[src/flash_regs_params.svh]
// register layout, command codes and reset values of the configuration block
`ifndef FLASH_REGS_PARAMS_SVH
`define FLASH_REGS_PARAMS_SVH

// command codes
`define OP_WRITE_SEGMENT     8'hc5
`define OP_READ_SEGMENT      8'hc8
`define OP_READ_FLAGS        8'h70
`define OP_CLEAR_FLAGS       8'h50
`define OP_WRITE_CONFIG      8'h61
`define OP_READ_CONFIG       8'h65

// segment select register
`define SEG_RESET            3'h0
`define SEG_LOWEST           3'h0
`define SEG_UPPERMOST        3'h7

// protocol and drive config register
`define CFG_RESET            8'hdf
`define CFG_WRITE_MASK       8'hdf
`define CFG_QUAD_BIT         7
`define CFG_DUAL_BIT         6
`define CFG_HOLD_BIT         4
`define CFG_VPP_BIT          3

// operation flags register
`define FLG_READY_BIT        7
`define FLG_ERASE_SUSP_BIT   6
`define FLG_ERASE_ERR_BIT    5
`define FLG_PROG_ERR_BIT     4
`define FLG_VPP_ERR_BIT      3
`define FLG_PROG_SUSP_BIT    2
`define FLG_PROTECT_BIT      1
`define FLG_ADDR4_BIT        0
`define FLG_RESET            8'h80

// array geometry: 1 Gb array, 256 Mb dies
`define ARRAY_ADDR_W         27
`define DIE_OFFSET_W         25

`endif

[src/flash_regs_pkg.sv]
// types shared by the configuration and status register block
`default_nettype none
package flash_regs_pkg;

  typedef enum logic [4:0] {
    ST_IDLE   = 5'b00001,
    ST_CMD    = 5'b00010,
    ST_WRITE  = 5'b00100,
    ST_READ   = 5'b01000,
    ST_IGNORE = 5'b10000
  } link_state_e;

  typedef enum logic [1:0] {
    PROTO_EXTENDED = 2'b00,
    PROTO_DUAL     = 2'b01,
    PROTO_QUAD     = 2'b10
  } protocol_e;

endpackage : flash_regs_pkg
`default_nettype wire

[src/flash_config_status_registers.sv]
// serial-command configuration and status registers of a stacked flash
// Summary of operation
// - 3-byte mode: segment gives top bits
// - 3-byte program/erase confined to chosen segment
// - 3-byte reads wrap within the selected die
// - read crossing segment leaves register alone
// - code 000 lowest up to 111
// - strap sets start segment, command rewrites
// - 4-byte mode ignores segment register
// - config bit 7 low selects quad
// - config bit 6 low selects dual
// - both low is quad, after write
// - config bit 4 enables hold/reset
// - config bit 3 low enables accelerator
// - config readable, writable, applied on completion
// - flag bit 7 is not busy
// - bits 6/2 show erase/program suspend
// - bit 5 latches erase failure
// - bit 4 latches program failure
// - bit 3 latches bad accelerator voltage
// - bit 1 latches protection violation
// - bit 0 shows address mode
// - errors sticky until clear command
// - flags returned by read flags command
// - write segment opcode c5h
// - read segment opcode c8h
// - read flags 70h, repeats while clocked
// - clear flags 50h, no data
`timescale 1ns/10ps
`default_nettype none
`include "flash_regs_params.svh"

module flash_config_status_registers
  import flash_regs_pkg::*;
(
  // system
  input  wire logic                      clk_sys_in,
  input  wire logic                      reset_n_in,
  // serial link
  input  wire logic                      spi_sclk_in,
  input  wire logic                      spi_cs_n_in,
  input  wire logic                      spi_mosi_in,
  output logic                           spi_miso_out,
  output logic                           spi_miso_oe_out,
  // nonvolatile strap
  input  wire logic                      nv_segment_low_in,
  // controller status levels
  input  wire logic                      write_in_progress_in,
  input  wire logic                      erase_suspend_in,
  input  wire logic                      program_suspend_in,
  input  wire logic                      four_byte_mode_in,
  // controller error events
  input  wire logic                      erase_fail_in,
  input  wire logic                      program_fail_in,
  input  wire logic                      zero_to_one_in,
  input  wire logic                      vpp_invalid_in,
  input  wire logic                      protect_hit_in,
  // array addressing
  input  wire logic [31:0]               core_addr_in,
  input  wire logic                      read_start_in,
  input  wire logic                      read_advance_in,
  input  wire logic                      pe_start_in,
  output logic      [`ARRAY_ADDR_W-1:0]  array_addr_out,
  // configuration and status outputs
  output protocol_e                      protocol_out,
  output logic                           hold_reset_en_out,
  output logic                           vpp_accel_en_out,
  output logic      [2:0]                drive_strength_out,
  output logic      [2:0]                segment_out,
  output logic      [7:0]                flag_status_out
);

  logic [2:0]  sclk_sync_reg;
  logic [2:0]  cs_sync_reg;
  logic [1:0]  mosi_sync_reg;
  logic        sclk_rise;
  logic        sclk_fall;
  logic        cs_rise;
  link_state_e state_reg;
  logic [2:0]  bit_cnt_reg;
  logic [2:0]  out_cnt_reg;
  logic [7:0]  shift_reg;
  logic [7:0]  opcode_reg;
  logic [7:0]  wr_data_reg;
  logic        wr_full_reg;
  logic        clear_ok_reg;
  logic [7:0]  tx_reg;
  logic [7:0]  cmd_byte;
  logic        seg_wr_pulse;
  logic        cfg_wr_pulse;
  logic        clr_pulse;
  logic        strap_done_reg;
  logic [7:0]  cfg_reg;

  // value returned by a register read command
  function automatic logic [7:0] read_value(
    input logic [7:0] op,
    input logic [2:0] seg,
    input logic [7:0] cfg,
    input logic [7:0] flg
  );
    case (op)
      `OP_READ_SEGMENT: read_value = {5'h00, seg};
      `OP_READ_CONFIG:  read_value = cfg;
      `OP_READ_FLAGS:   read_value = flg;
      default:          read_value = 8'h00;
    endcase
  endfunction : read_value

  // pin synchronisers; the first stage feeds only the second
  always_ff @(posedge clk_sys_in or negedge reset_n_in)
  begin
    if (!reset_n_in)
    begin
      sclk_sync_reg <= 3'h0;
      cs_sync_reg   <= 3'h7;
      mosi_sync_reg <= 2'h0;
    end
    else
    begin
      sclk_sync_reg <= {sclk_sync_reg[1:0], spi_sclk_in};
      cs_sync_reg   <= {cs_sync_reg[1:0], spi_cs_n_in};
      mosi_sync_reg <= {mosi_sync_reg[0], spi_mosi_in};
    end
  end

  assign sclk_rise = sclk_sync_reg[1] & ~sclk_sync_reg[2];
  assign sclk_fall = ~sclk_sync_reg[1] & sclk_sync_reg[2];
  assign cs_rise   = cs_sync_reg[1] & ~cs_sync_reg[2];
  assign cmd_byte  = {shift_reg[6:0], mosi_sync_reg[1]};

  // command framing state machine
  always_ff @(posedge clk_sys_in or negedge reset_n_in)
  begin
    if (!reset_n_in)
    begin
      state_reg    <= ST_IDLE;
      bit_cnt_reg  <= 3'h0;
      shift_reg    <= 8'h00;
      opcode_reg   <= 8'h00;
      wr_data_reg  <= 8'h00;
      wr_full_reg  <= 1'b0;
      clear_ok_reg <= 1'b0;
    end
    else if (cs_sync_reg[1])
    begin
      state_reg    <= ST_IDLE;
      bit_cnt_reg  <= 3'h0;
      wr_full_reg  <= 1'b0;
      clear_ok_reg <= 1'b0;
    end
    else
    begin
      case (state_reg)
        ST_IDLE:
          state_reg <= ST_CMD;
        ST_CMD:
          if (sclk_rise)
          begin
            shift_reg   <= cmd_byte;
            bit_cnt_reg <= bit_cnt_reg + 3'h1;
            if (bit_cnt_reg == 3'h7)
            begin
              opcode_reg <= cmd_byte;
              case (cmd_byte)
                `OP_WRITE_SEGMENT: state_reg <= ST_WRITE;
                `OP_WRITE_CONFIG:  state_reg <= ST_WRITE;
                `OP_READ_SEGMENT:  state_reg <= ST_READ;
                `OP_READ_CONFIG:   state_reg <= ST_READ;
                `OP_READ_FLAGS:    state_reg <= ST_READ;
                `OP_CLEAR_FLAGS:
                begin
                  state_reg    <= ST_IGNORE;
                  clear_ok_reg <= 1'b1;
                end
                default:           state_reg <= ST_IGNORE;
              endcase
            end
          end
        ST_WRITE:
          if (sclk_rise)
          begin
            shift_reg   <= cmd_byte;
            bit_cnt_reg <= bit_cnt_reg + 3'h1;
            // only the first data byte is kept
            if (bit_cnt_reg == 3'h7 && !wr_full_reg)
            begin
              wr_data_reg <= cmd_byte;
              wr_full_reg <= 1'b1;
            end
          end
        ST_READ:
          state_reg <= ST_READ;
        ST_IGNORE:
          if (sclk_rise)
            clear_ok_reg <= 1'b0;
        default:
          state_reg <= ST_IDLE;
      endcase
    end
  end

  // commit strobes at the close of a frame
  always_comb
  begin
    seg_wr_pulse = 1'b0;
    cfg_wr_pulse = 1'b0;
    clr_pulse    = 1'b0;
    if (cs_rise)
    begin
      // settings apply once the write completes
      if (state_reg == ST_WRITE && wr_full_reg)
      begin
        seg_wr_pulse = (opcode_reg == `OP_WRITE_SEGMENT);
        cfg_wr_pulse = (opcode_reg == `OP_WRITE_CONFIG);
      end
      clr_pulse = (state_reg == ST_IGNORE) && clear_ok_reg;
    end
  end

  // read data, shifted out on falling clock edges
  always_ff @(posedge clk_sys_in or negedge reset_n_in)
  begin
    if (!reset_n_in)
    begin
      tx_reg          <= 8'h00;
      out_cnt_reg     <= 3'h0;
      spi_miso_out    <= 1'b0;
      spi_miso_oe_out <= 1'b0;
    end
    else if (cs_sync_reg[1])
    begin
      out_cnt_reg     <= 3'h0;
      spi_miso_oe_out <= 1'b0;
    end
    else if (state_reg == ST_READ && sclk_fall)
    begin
      spi_miso_oe_out <= 1'b1;
      out_cnt_reg     <= out_cnt_reg + 3'h1;
      // fresh register value on every byte
      if (out_cnt_reg == 3'h0)
      begin
        {spi_miso_out, tx_reg[7:1]} <=
          read_value(opcode_reg, segment_out, cfg_reg, flag_status_out);
        tx_reg[0] <= 1'b0;
      end
      else
      begin
        spi_miso_out <= tx_reg[7];
        tx_reg       <= {tx_reg[6:0], 1'b0};
      end
    end
  end

  // segment select register
  always_ff @(posedge clk_sys_in or negedge reset_n_in)
  begin
    if (!reset_n_in)
    begin
      segment_out    <= `SEG_RESET;
      strap_done_reg <= 1'b0;
    end
    else
    begin
      strap_done_reg <= 1'b1;
      if (!strap_done_reg)
        segment_out <= nv_segment_low_in ? `SEG_LOWEST : `SEG_UPPERMOST;
      else if (seg_wr_pulse)
        segment_out <= wr_data_reg[2:0];
    end
  end

  // protocol and drive config register
  always_ff @(posedge clk_sys_in or negedge reset_n_in)
  begin
    if (!reset_n_in)
      cfg_reg <= `CFG_RESET;
    else if (cfg_wr_pulse)
      cfg_reg <= wr_data_reg & `CFG_WRITE_MASK;
  end

  // decoded configuration outputs
  always_ff @(posedge clk_sys_in or negedge reset_n_in)
  begin
    if (!reset_n_in)
    begin
      protocol_out       <= PROTO_EXTENDED;
      hold_reset_en_out  <= 1'b1;
      vpp_accel_en_out   <= 1'b0;
      drive_strength_out <= 3'h7;
    end
    else
    begin
      if (!cfg_reg[`CFG_QUAD_BIT])
        protocol_out <= PROTO_QUAD;
      // dual when only bit 6 low
      else if (!cfg_reg[`CFG_DUAL_BIT])
        protocol_out <= PROTO_DUAL;
      else
        protocol_out <= PROTO_EXTENDED;
      hold_reset_en_out  <= cfg_reg[`CFG_HOLD_BIT];
      vpp_accel_en_out   <= ~cfg_reg[`CFG_VPP_BIT];
      drive_strength_out <= cfg_reg[2:0];
    end
  end

  // operation flags; an event beats a clear in the same cycle
  always_ff @(posedge clk_sys_in or negedge reset_n_in)
  begin
    if (!reset_n_in)
      flag_status_out <= `FLG_RESET;
    else
    begin
      flag_status_out[`FLG_READY_BIT]      <= ~write_in_progress_in;
      flag_status_out[`FLG_ERASE_SUSP_BIT] <= erase_suspend_in;
      flag_status_out[`FLG_PROG_SUSP_BIT]  <= program_suspend_in;
      flag_status_out[`FLG_ADDR4_BIT]      <= four_byte_mode_in;
      flag_status_out[`FLG_ERASE_ERR_BIT]  <= erase_fail_in |
        (flag_status_out[`FLG_ERASE_ERR_BIT] & ~clr_pulse);
      flag_status_out[`FLG_PROG_ERR_BIT]   <= program_fail_in | zero_to_one_in |
        (flag_status_out[`FLG_PROG_ERR_BIT] & ~clr_pulse);
      flag_status_out[`FLG_VPP_ERR_BIT]    <= vpp_invalid_in |
        (flag_status_out[`FLG_VPP_ERR_BIT] & ~clr_pulse);
      flag_status_out[`FLG_PROTECT_BIT]    <= protect_hit_in |
        (flag_status_out[`FLG_PROTECT_BIT] & ~clr_pulse);
    end
  end

  // read stepping never touches the segment
  segment_address_map u_addr_map
  (
    .clk_sys_in     (clk_sys_in),
    .reset_n_in     (reset_n_in),
    .four_byte_in   (four_byte_mode_in),
    .segment_in     (segment_out),
    .addr_in        (core_addr_in),
    .load_in        (read_start_in | pe_start_in),
    .advance_in     (read_advance_in),
    .array_addr_out (array_addr_out)
  );
endmodule : flash_config_status_registers
`default_nettype wire

[src/segment_address_map.sv]
// array address former: segment extension and die-bounded read stepping in 3-byte mode
`timescale 1ns/10ps
`default_nettype none
`include "flash_regs_params.svh"

module segment_address_map
(
  // system
  input  wire logic                       clk_sys_in,
  input  wire logic                       reset_n_in,
  // address source
  input  wire logic                       four_byte_in,
  input  wire logic [2:0]                 segment_in,
  input  wire logic [31:0]                addr_in,
  input  wire logic                       load_in,
  input  wire logic                       advance_in,
  // array address
  output logic      [`ARRAY_ADDR_W-1:0]   array_addr_out
);

  // next read address; 3-byte reads wrap inside their own die
  function automatic logic [`ARRAY_ADDR_W-1:0] step_addr(
    input logic [`ARRAY_ADDR_W-1:0] a,
    input logic                     four_byte
  );
    logic [`DIE_OFFSET_W-1:0] off;
    off = a[`DIE_OFFSET_W-1:0] + {{(`DIE_OFFSET_W-1){1'b0}}, 1'b1};
    if (four_byte)
      step_addr = a + {{(`ARRAY_ADDR_W-1){1'b0}}, 1'b1};
    else
      step_addr = {a[`ARRAY_ADDR_W-1:`DIE_OFFSET_W], off};
  endfunction : step_addr

  always_ff @(posedge clk_sys_in or negedge reset_n_in)
  begin
    if (!reset_n_in)
      array_addr_out <= '0;
    else if (load_in)
    begin
      if (four_byte_in)
        array_addr_out <= addr_in[`ARRAY_ADDR_W-1:0];
      else
        array_addr_out <= {segment_in, addr_in[23:0]};
    end
    else if (advance_in)
      array_addr_out <= step_addr(array_addr_out, four_byte_in);
  end

endmodule : segment_address_map
`default_nettype wire

[config.mk]
export PLATFORM = sky130hd
export DESIGN_NAME = flash_config_status_registers
export DESIGN_NICKNAME = d
export VERILOG_FILES = /design/src/flash_regs_pkg.sv /design/src/flash_config_status_registers.sv /design/src/segment_address_map.sv
export VERILOG_INCLUDE_DIRS = /design/src
export SDC_FILE = /design/constraint.sdc
export NUM_CORES = 1
export LEC_CHECK = 0
export BUFFER_PORTS_ARGS = -buffer_cell sky130_fd_sc_hd__clkbuf_2
export CAP_MARGIN = 20
export CORE_ASPECT_RATIO = 1.75
export CORE_MARGIN = 3
export CORE_UTILIZATION = 46
export DETAILED_ROUTE_END_ITERATION = 7
export GPL_TIMING_DRIVEN = 1
export HOLD_SLACK_MARGIN = 0.1
export PLACE_DENSITY = 0.72
export SKIP_LAST_GASP = 1
export SLEW_MARGIN = 10
export SYNTH_ARGS = -nofsm -noshare
export SYNTH_HDL_FRONTEND = slang
export SYNTH_SLANG_ARGS = --single-unit
[constraint.sdc]
create_clock -name clk_sys_in -period 4 [get_ports clk_sys_in]
set_input_delay 1.2 -clock clk_sys_in [delete_from_list [all_inputs] [get_ports clk_sys_in]]
set_output_delay 1.2 -clock clk_sys_in [all_outputs]
set_load 0.01 [all_outputs]
==> impl_metrics.tcl <==
set metrics [dict create \
    yosysMostFrequentCell "dfrtp_1" \
    initialDrtViolationCount 270 \
    crit_path_end_kind "flop" \
    root_buffer "clkbuf_16" \
    clockPowerShare_pct 40.1 \
    gp_congestion 0.8423 \
    grt_pass1_wl_mm 19.05 \
    drc 0 \
    comb_power_share_pct 8.6 \
    tightest_slew_ns 0.6823 \
    ys_seq_area_share_pct 52.97 \
    route.vias.total 3904 \
    hold_path.class "reg2reg" \
    max_slew_margin_pct 54.47 \
    nets 598 \
    setup_violations 0 \
    fin_total_pwr_mw 2.274 \
    r2r-start "cs_sync_reg[1]$_DFF_PN1_" \
    tritoncts "built" \
    met3_usage_pct 4.475 \
    ant_nets 0 \
    viasPerCell 5.784 \
    required_ns 4.26 \
    core-area_um2 10420 \
    grt_pass1_vias 4043 \
    ioPinCount 97 \
    clock-sinks 105 \
    dpl.hpwl_mm 8.382 \
    crit_path_end "u_addr_map.array_addr_out[21]$_DFFE_PN0P_" \
    cts.path.max_buffers 2 \
    busiest_layer "met2" \
    initial_core_util_pct 47.96 \
    die_x_um 84.80 \
    post_cts_buffers 0 \
    row_count 49 \
    hold_viol 0 \
    cp_slowest_cell "or4_1" \
    routedWlPerCell_um 16.85 \
    met1_usage_pct 21.55 \
    die_h_um 143.9 \
    p_sw_mw 0.6009 \
    p_leak_nw 2.572 \
    path_max_fanout 11 \
    fin_skew_ns 0.01193 \
    r2r_setup_slack_ns 1.63 \
    drive_above_1_share_pct 30.66 \
    cts-buffers-inserted 9 \
    use_met2_pct 36.22 \
    yosysUniqueCellTypes 59 \
    overflow 0 \
    track_usage_pct 19.58 \
    critPathLaunch "read_advance_in" \
    grt_max_degree 106 \
    synth_enable_flop_cells 0 \
    seqPwrFrac_pct 51.2 \
    synthTopCellsByArea "dfrtp_1, dfstp_2, mux2_2" \
    clk_latency_ns 0.35 \
    ff2ff_path_depth 4 \
    synth.largest_area_cell "dfrtp_1" \
    dieArea_um2 12200 \
    p_int_mw 1.673 \
    irDropWorstVdd_mv 0.2854 \
    synth_top_area_share_pct 44.56 \
    grt_setup_unrepaired "no" \
    drv_cap 0 \
    max_stage_delay_ns 0.69 \
    netSwitchingFraction_pct 26.43 \
    port-buffer-count 91 \
    fmax_ghz 0.3701 \
    largest_reg_flops 27 \
    path_cells "clkbuf_2 -> nand4_1 -> or4_1 -> or3_1 -> a31oi_1" \
    start_kind "input port" \
    synth-warning-count 0 \
    synthArstFlopShare_pct 100.0 \
    synth_seq_cells 105 \
    post_cts_resized 0 \
    drt-pass1-iter-count 5 \
    antenna_found_initial 0 \
    drv_slew 0 \
    syn-instance-count 460 \
    path_class "in2reg" \
    worstPathArrival_ns 2.97 \
    num_antenna_cells 0 \
    synth.avg_cell_area_um2 10.87 \
    synth_fp_nets 515 \
    ctsHoldBuffers 0 \
    period_minus_slack_ns 2.702 \
    min_period_over_period_pct 67.55 \
    fin_setup_tns_ns 0 \
    netlist_area_um2 4999 \
    synth_common_cells "dfrtp_1, o21ai_0, nand2_1" \
    syn_to_final_growth_pct 17.30 \
    power.density_nw_per_um2 387.8 \
    synthFlopType "dfrtp_1" \
    htreeDepth 3 \
    regToRegEndpoint "state_reg[3]$_DFFE_PN0P_" \
    status "finished, final reports clean" \
    routed_wl_mm 11.38 \
    cts.clk_slew.worst_paths_ns 0.07 \
]
==> kinds of logic after synthesis <==
group / Yosys count / synth area share [%]
flops: 105 / 52.97
mux: 38 / 8.761
compound gates: 94 / 11.99
other cells: 1 / 0.07502
fa+ha+maj: 5 / 1.252
buf+inv: 33 / 2.853
simple gates: 168 / 19.30
xor+xnor: 16 / 2.804
==> final cells by class <==
class,count,area (µm²)
fill,925,4559
sequential,105,2648
multi-input combinational,322,2211
timing repair buffer,93,485.5
clock buffer,10,250.2
tap,127,158.9
clock inverter,6,65.06
inverter,12,45.04
==> worst max-delay path: cells and delay by family <==
kind | cells | cell delay, ns
compound gates | 1 | 0.18
buf+inv | 1 | 0.16
simple gates | 3 | 1.42
==> cells in the final DEF, fill, tap and decap left out, drive strengths merged, types with 13 or more instances in the layout <==
cell,netlist,layout
dfrtp,89,89
clkbuf,16,100
dfstp,16,16
nand2,36,36
nand3,16,16
a31oi,13,13
o21ai,44,44
mux2,31,31
nor2,30,30
inv,12,16
==> power by group through the flow <==
stage,Clock [mW],Combinational [mW],Sequential [mW]
floorplan,0,0.0977,1.18
global placement,0,0.195,1.18
detailed placement,0,0.200,1.18
CTS,0.936,0.201,1.16
global route,0.976,0.223,1.17
finish,0.913,0.196,1.16
==> layer usage <==
metal / wire length [µm] / up-vias
li1: - / 1851
met3: 517 / 21
met2: 6337 / 116
met4: 240 / 0
met5: 0 / -
met1: 4282 / 1916
==> worst min-delay path by stage <==
stage                          startpoint                         end  slack (ns)  depth (start not counted)
2_1_floorplan  mosi_sync_reg[0]$_DFF_PN0_  mosi_sync_reg[1]$_DFF_PN0_        0.33                          0
3_3_place_gp   sclk_sync_reg[0]$_DFF_PN0_  sclk_sync_reg[1]$_DFF_PN0_        0.33                          0
4_1_cts        mosi_sync_reg[0]$_DFF_PN0_  mosi_sync_reg[1]$_DFF_PN0_        0.35                          0
5_1_grt        mosi_sync_reg[0]$_DFF_PN0_  mosi_sync_reg[1]$_DFF_PN0_        0.36                          0
6_report       mosi_sync_reg[0]$_DFF_PN0_  mosi_sync_reg[1]$_DFF_PN0_        0.35                          0
3_5_place_dp   mosi_sync_reg[0]$_DFF_PN0_  mosi_sync_reg[1]$_DFF_PN0_        0.34                          0
==> through the flow <==
| step | hold slack (ns) | instance area [µm²] | cells | worst slack (ns) | util, % |
|---|---|---|---|---|---|
| after floorplan | 0.3312 | 4999 | 460 | 1.261 | - |
| after global placement | 0.3339 | 5548 | 659 | 1.026 | 53.23 |
| after detailed placement | 0.3364 | 5548 | 659 | 0.9368 | 53.23 |
| after CTS | 0.3546 | 5863 | 675 | 1.319 | 56.25 |
| after global routing | 0.3568 | 5863 | 675 | 1.168 | 56.25 |
| final | 0.3508 | 5863 | 675 | 1.298 | 56.25 |
No activity file was read; power rests on OpenSTA's default activity.
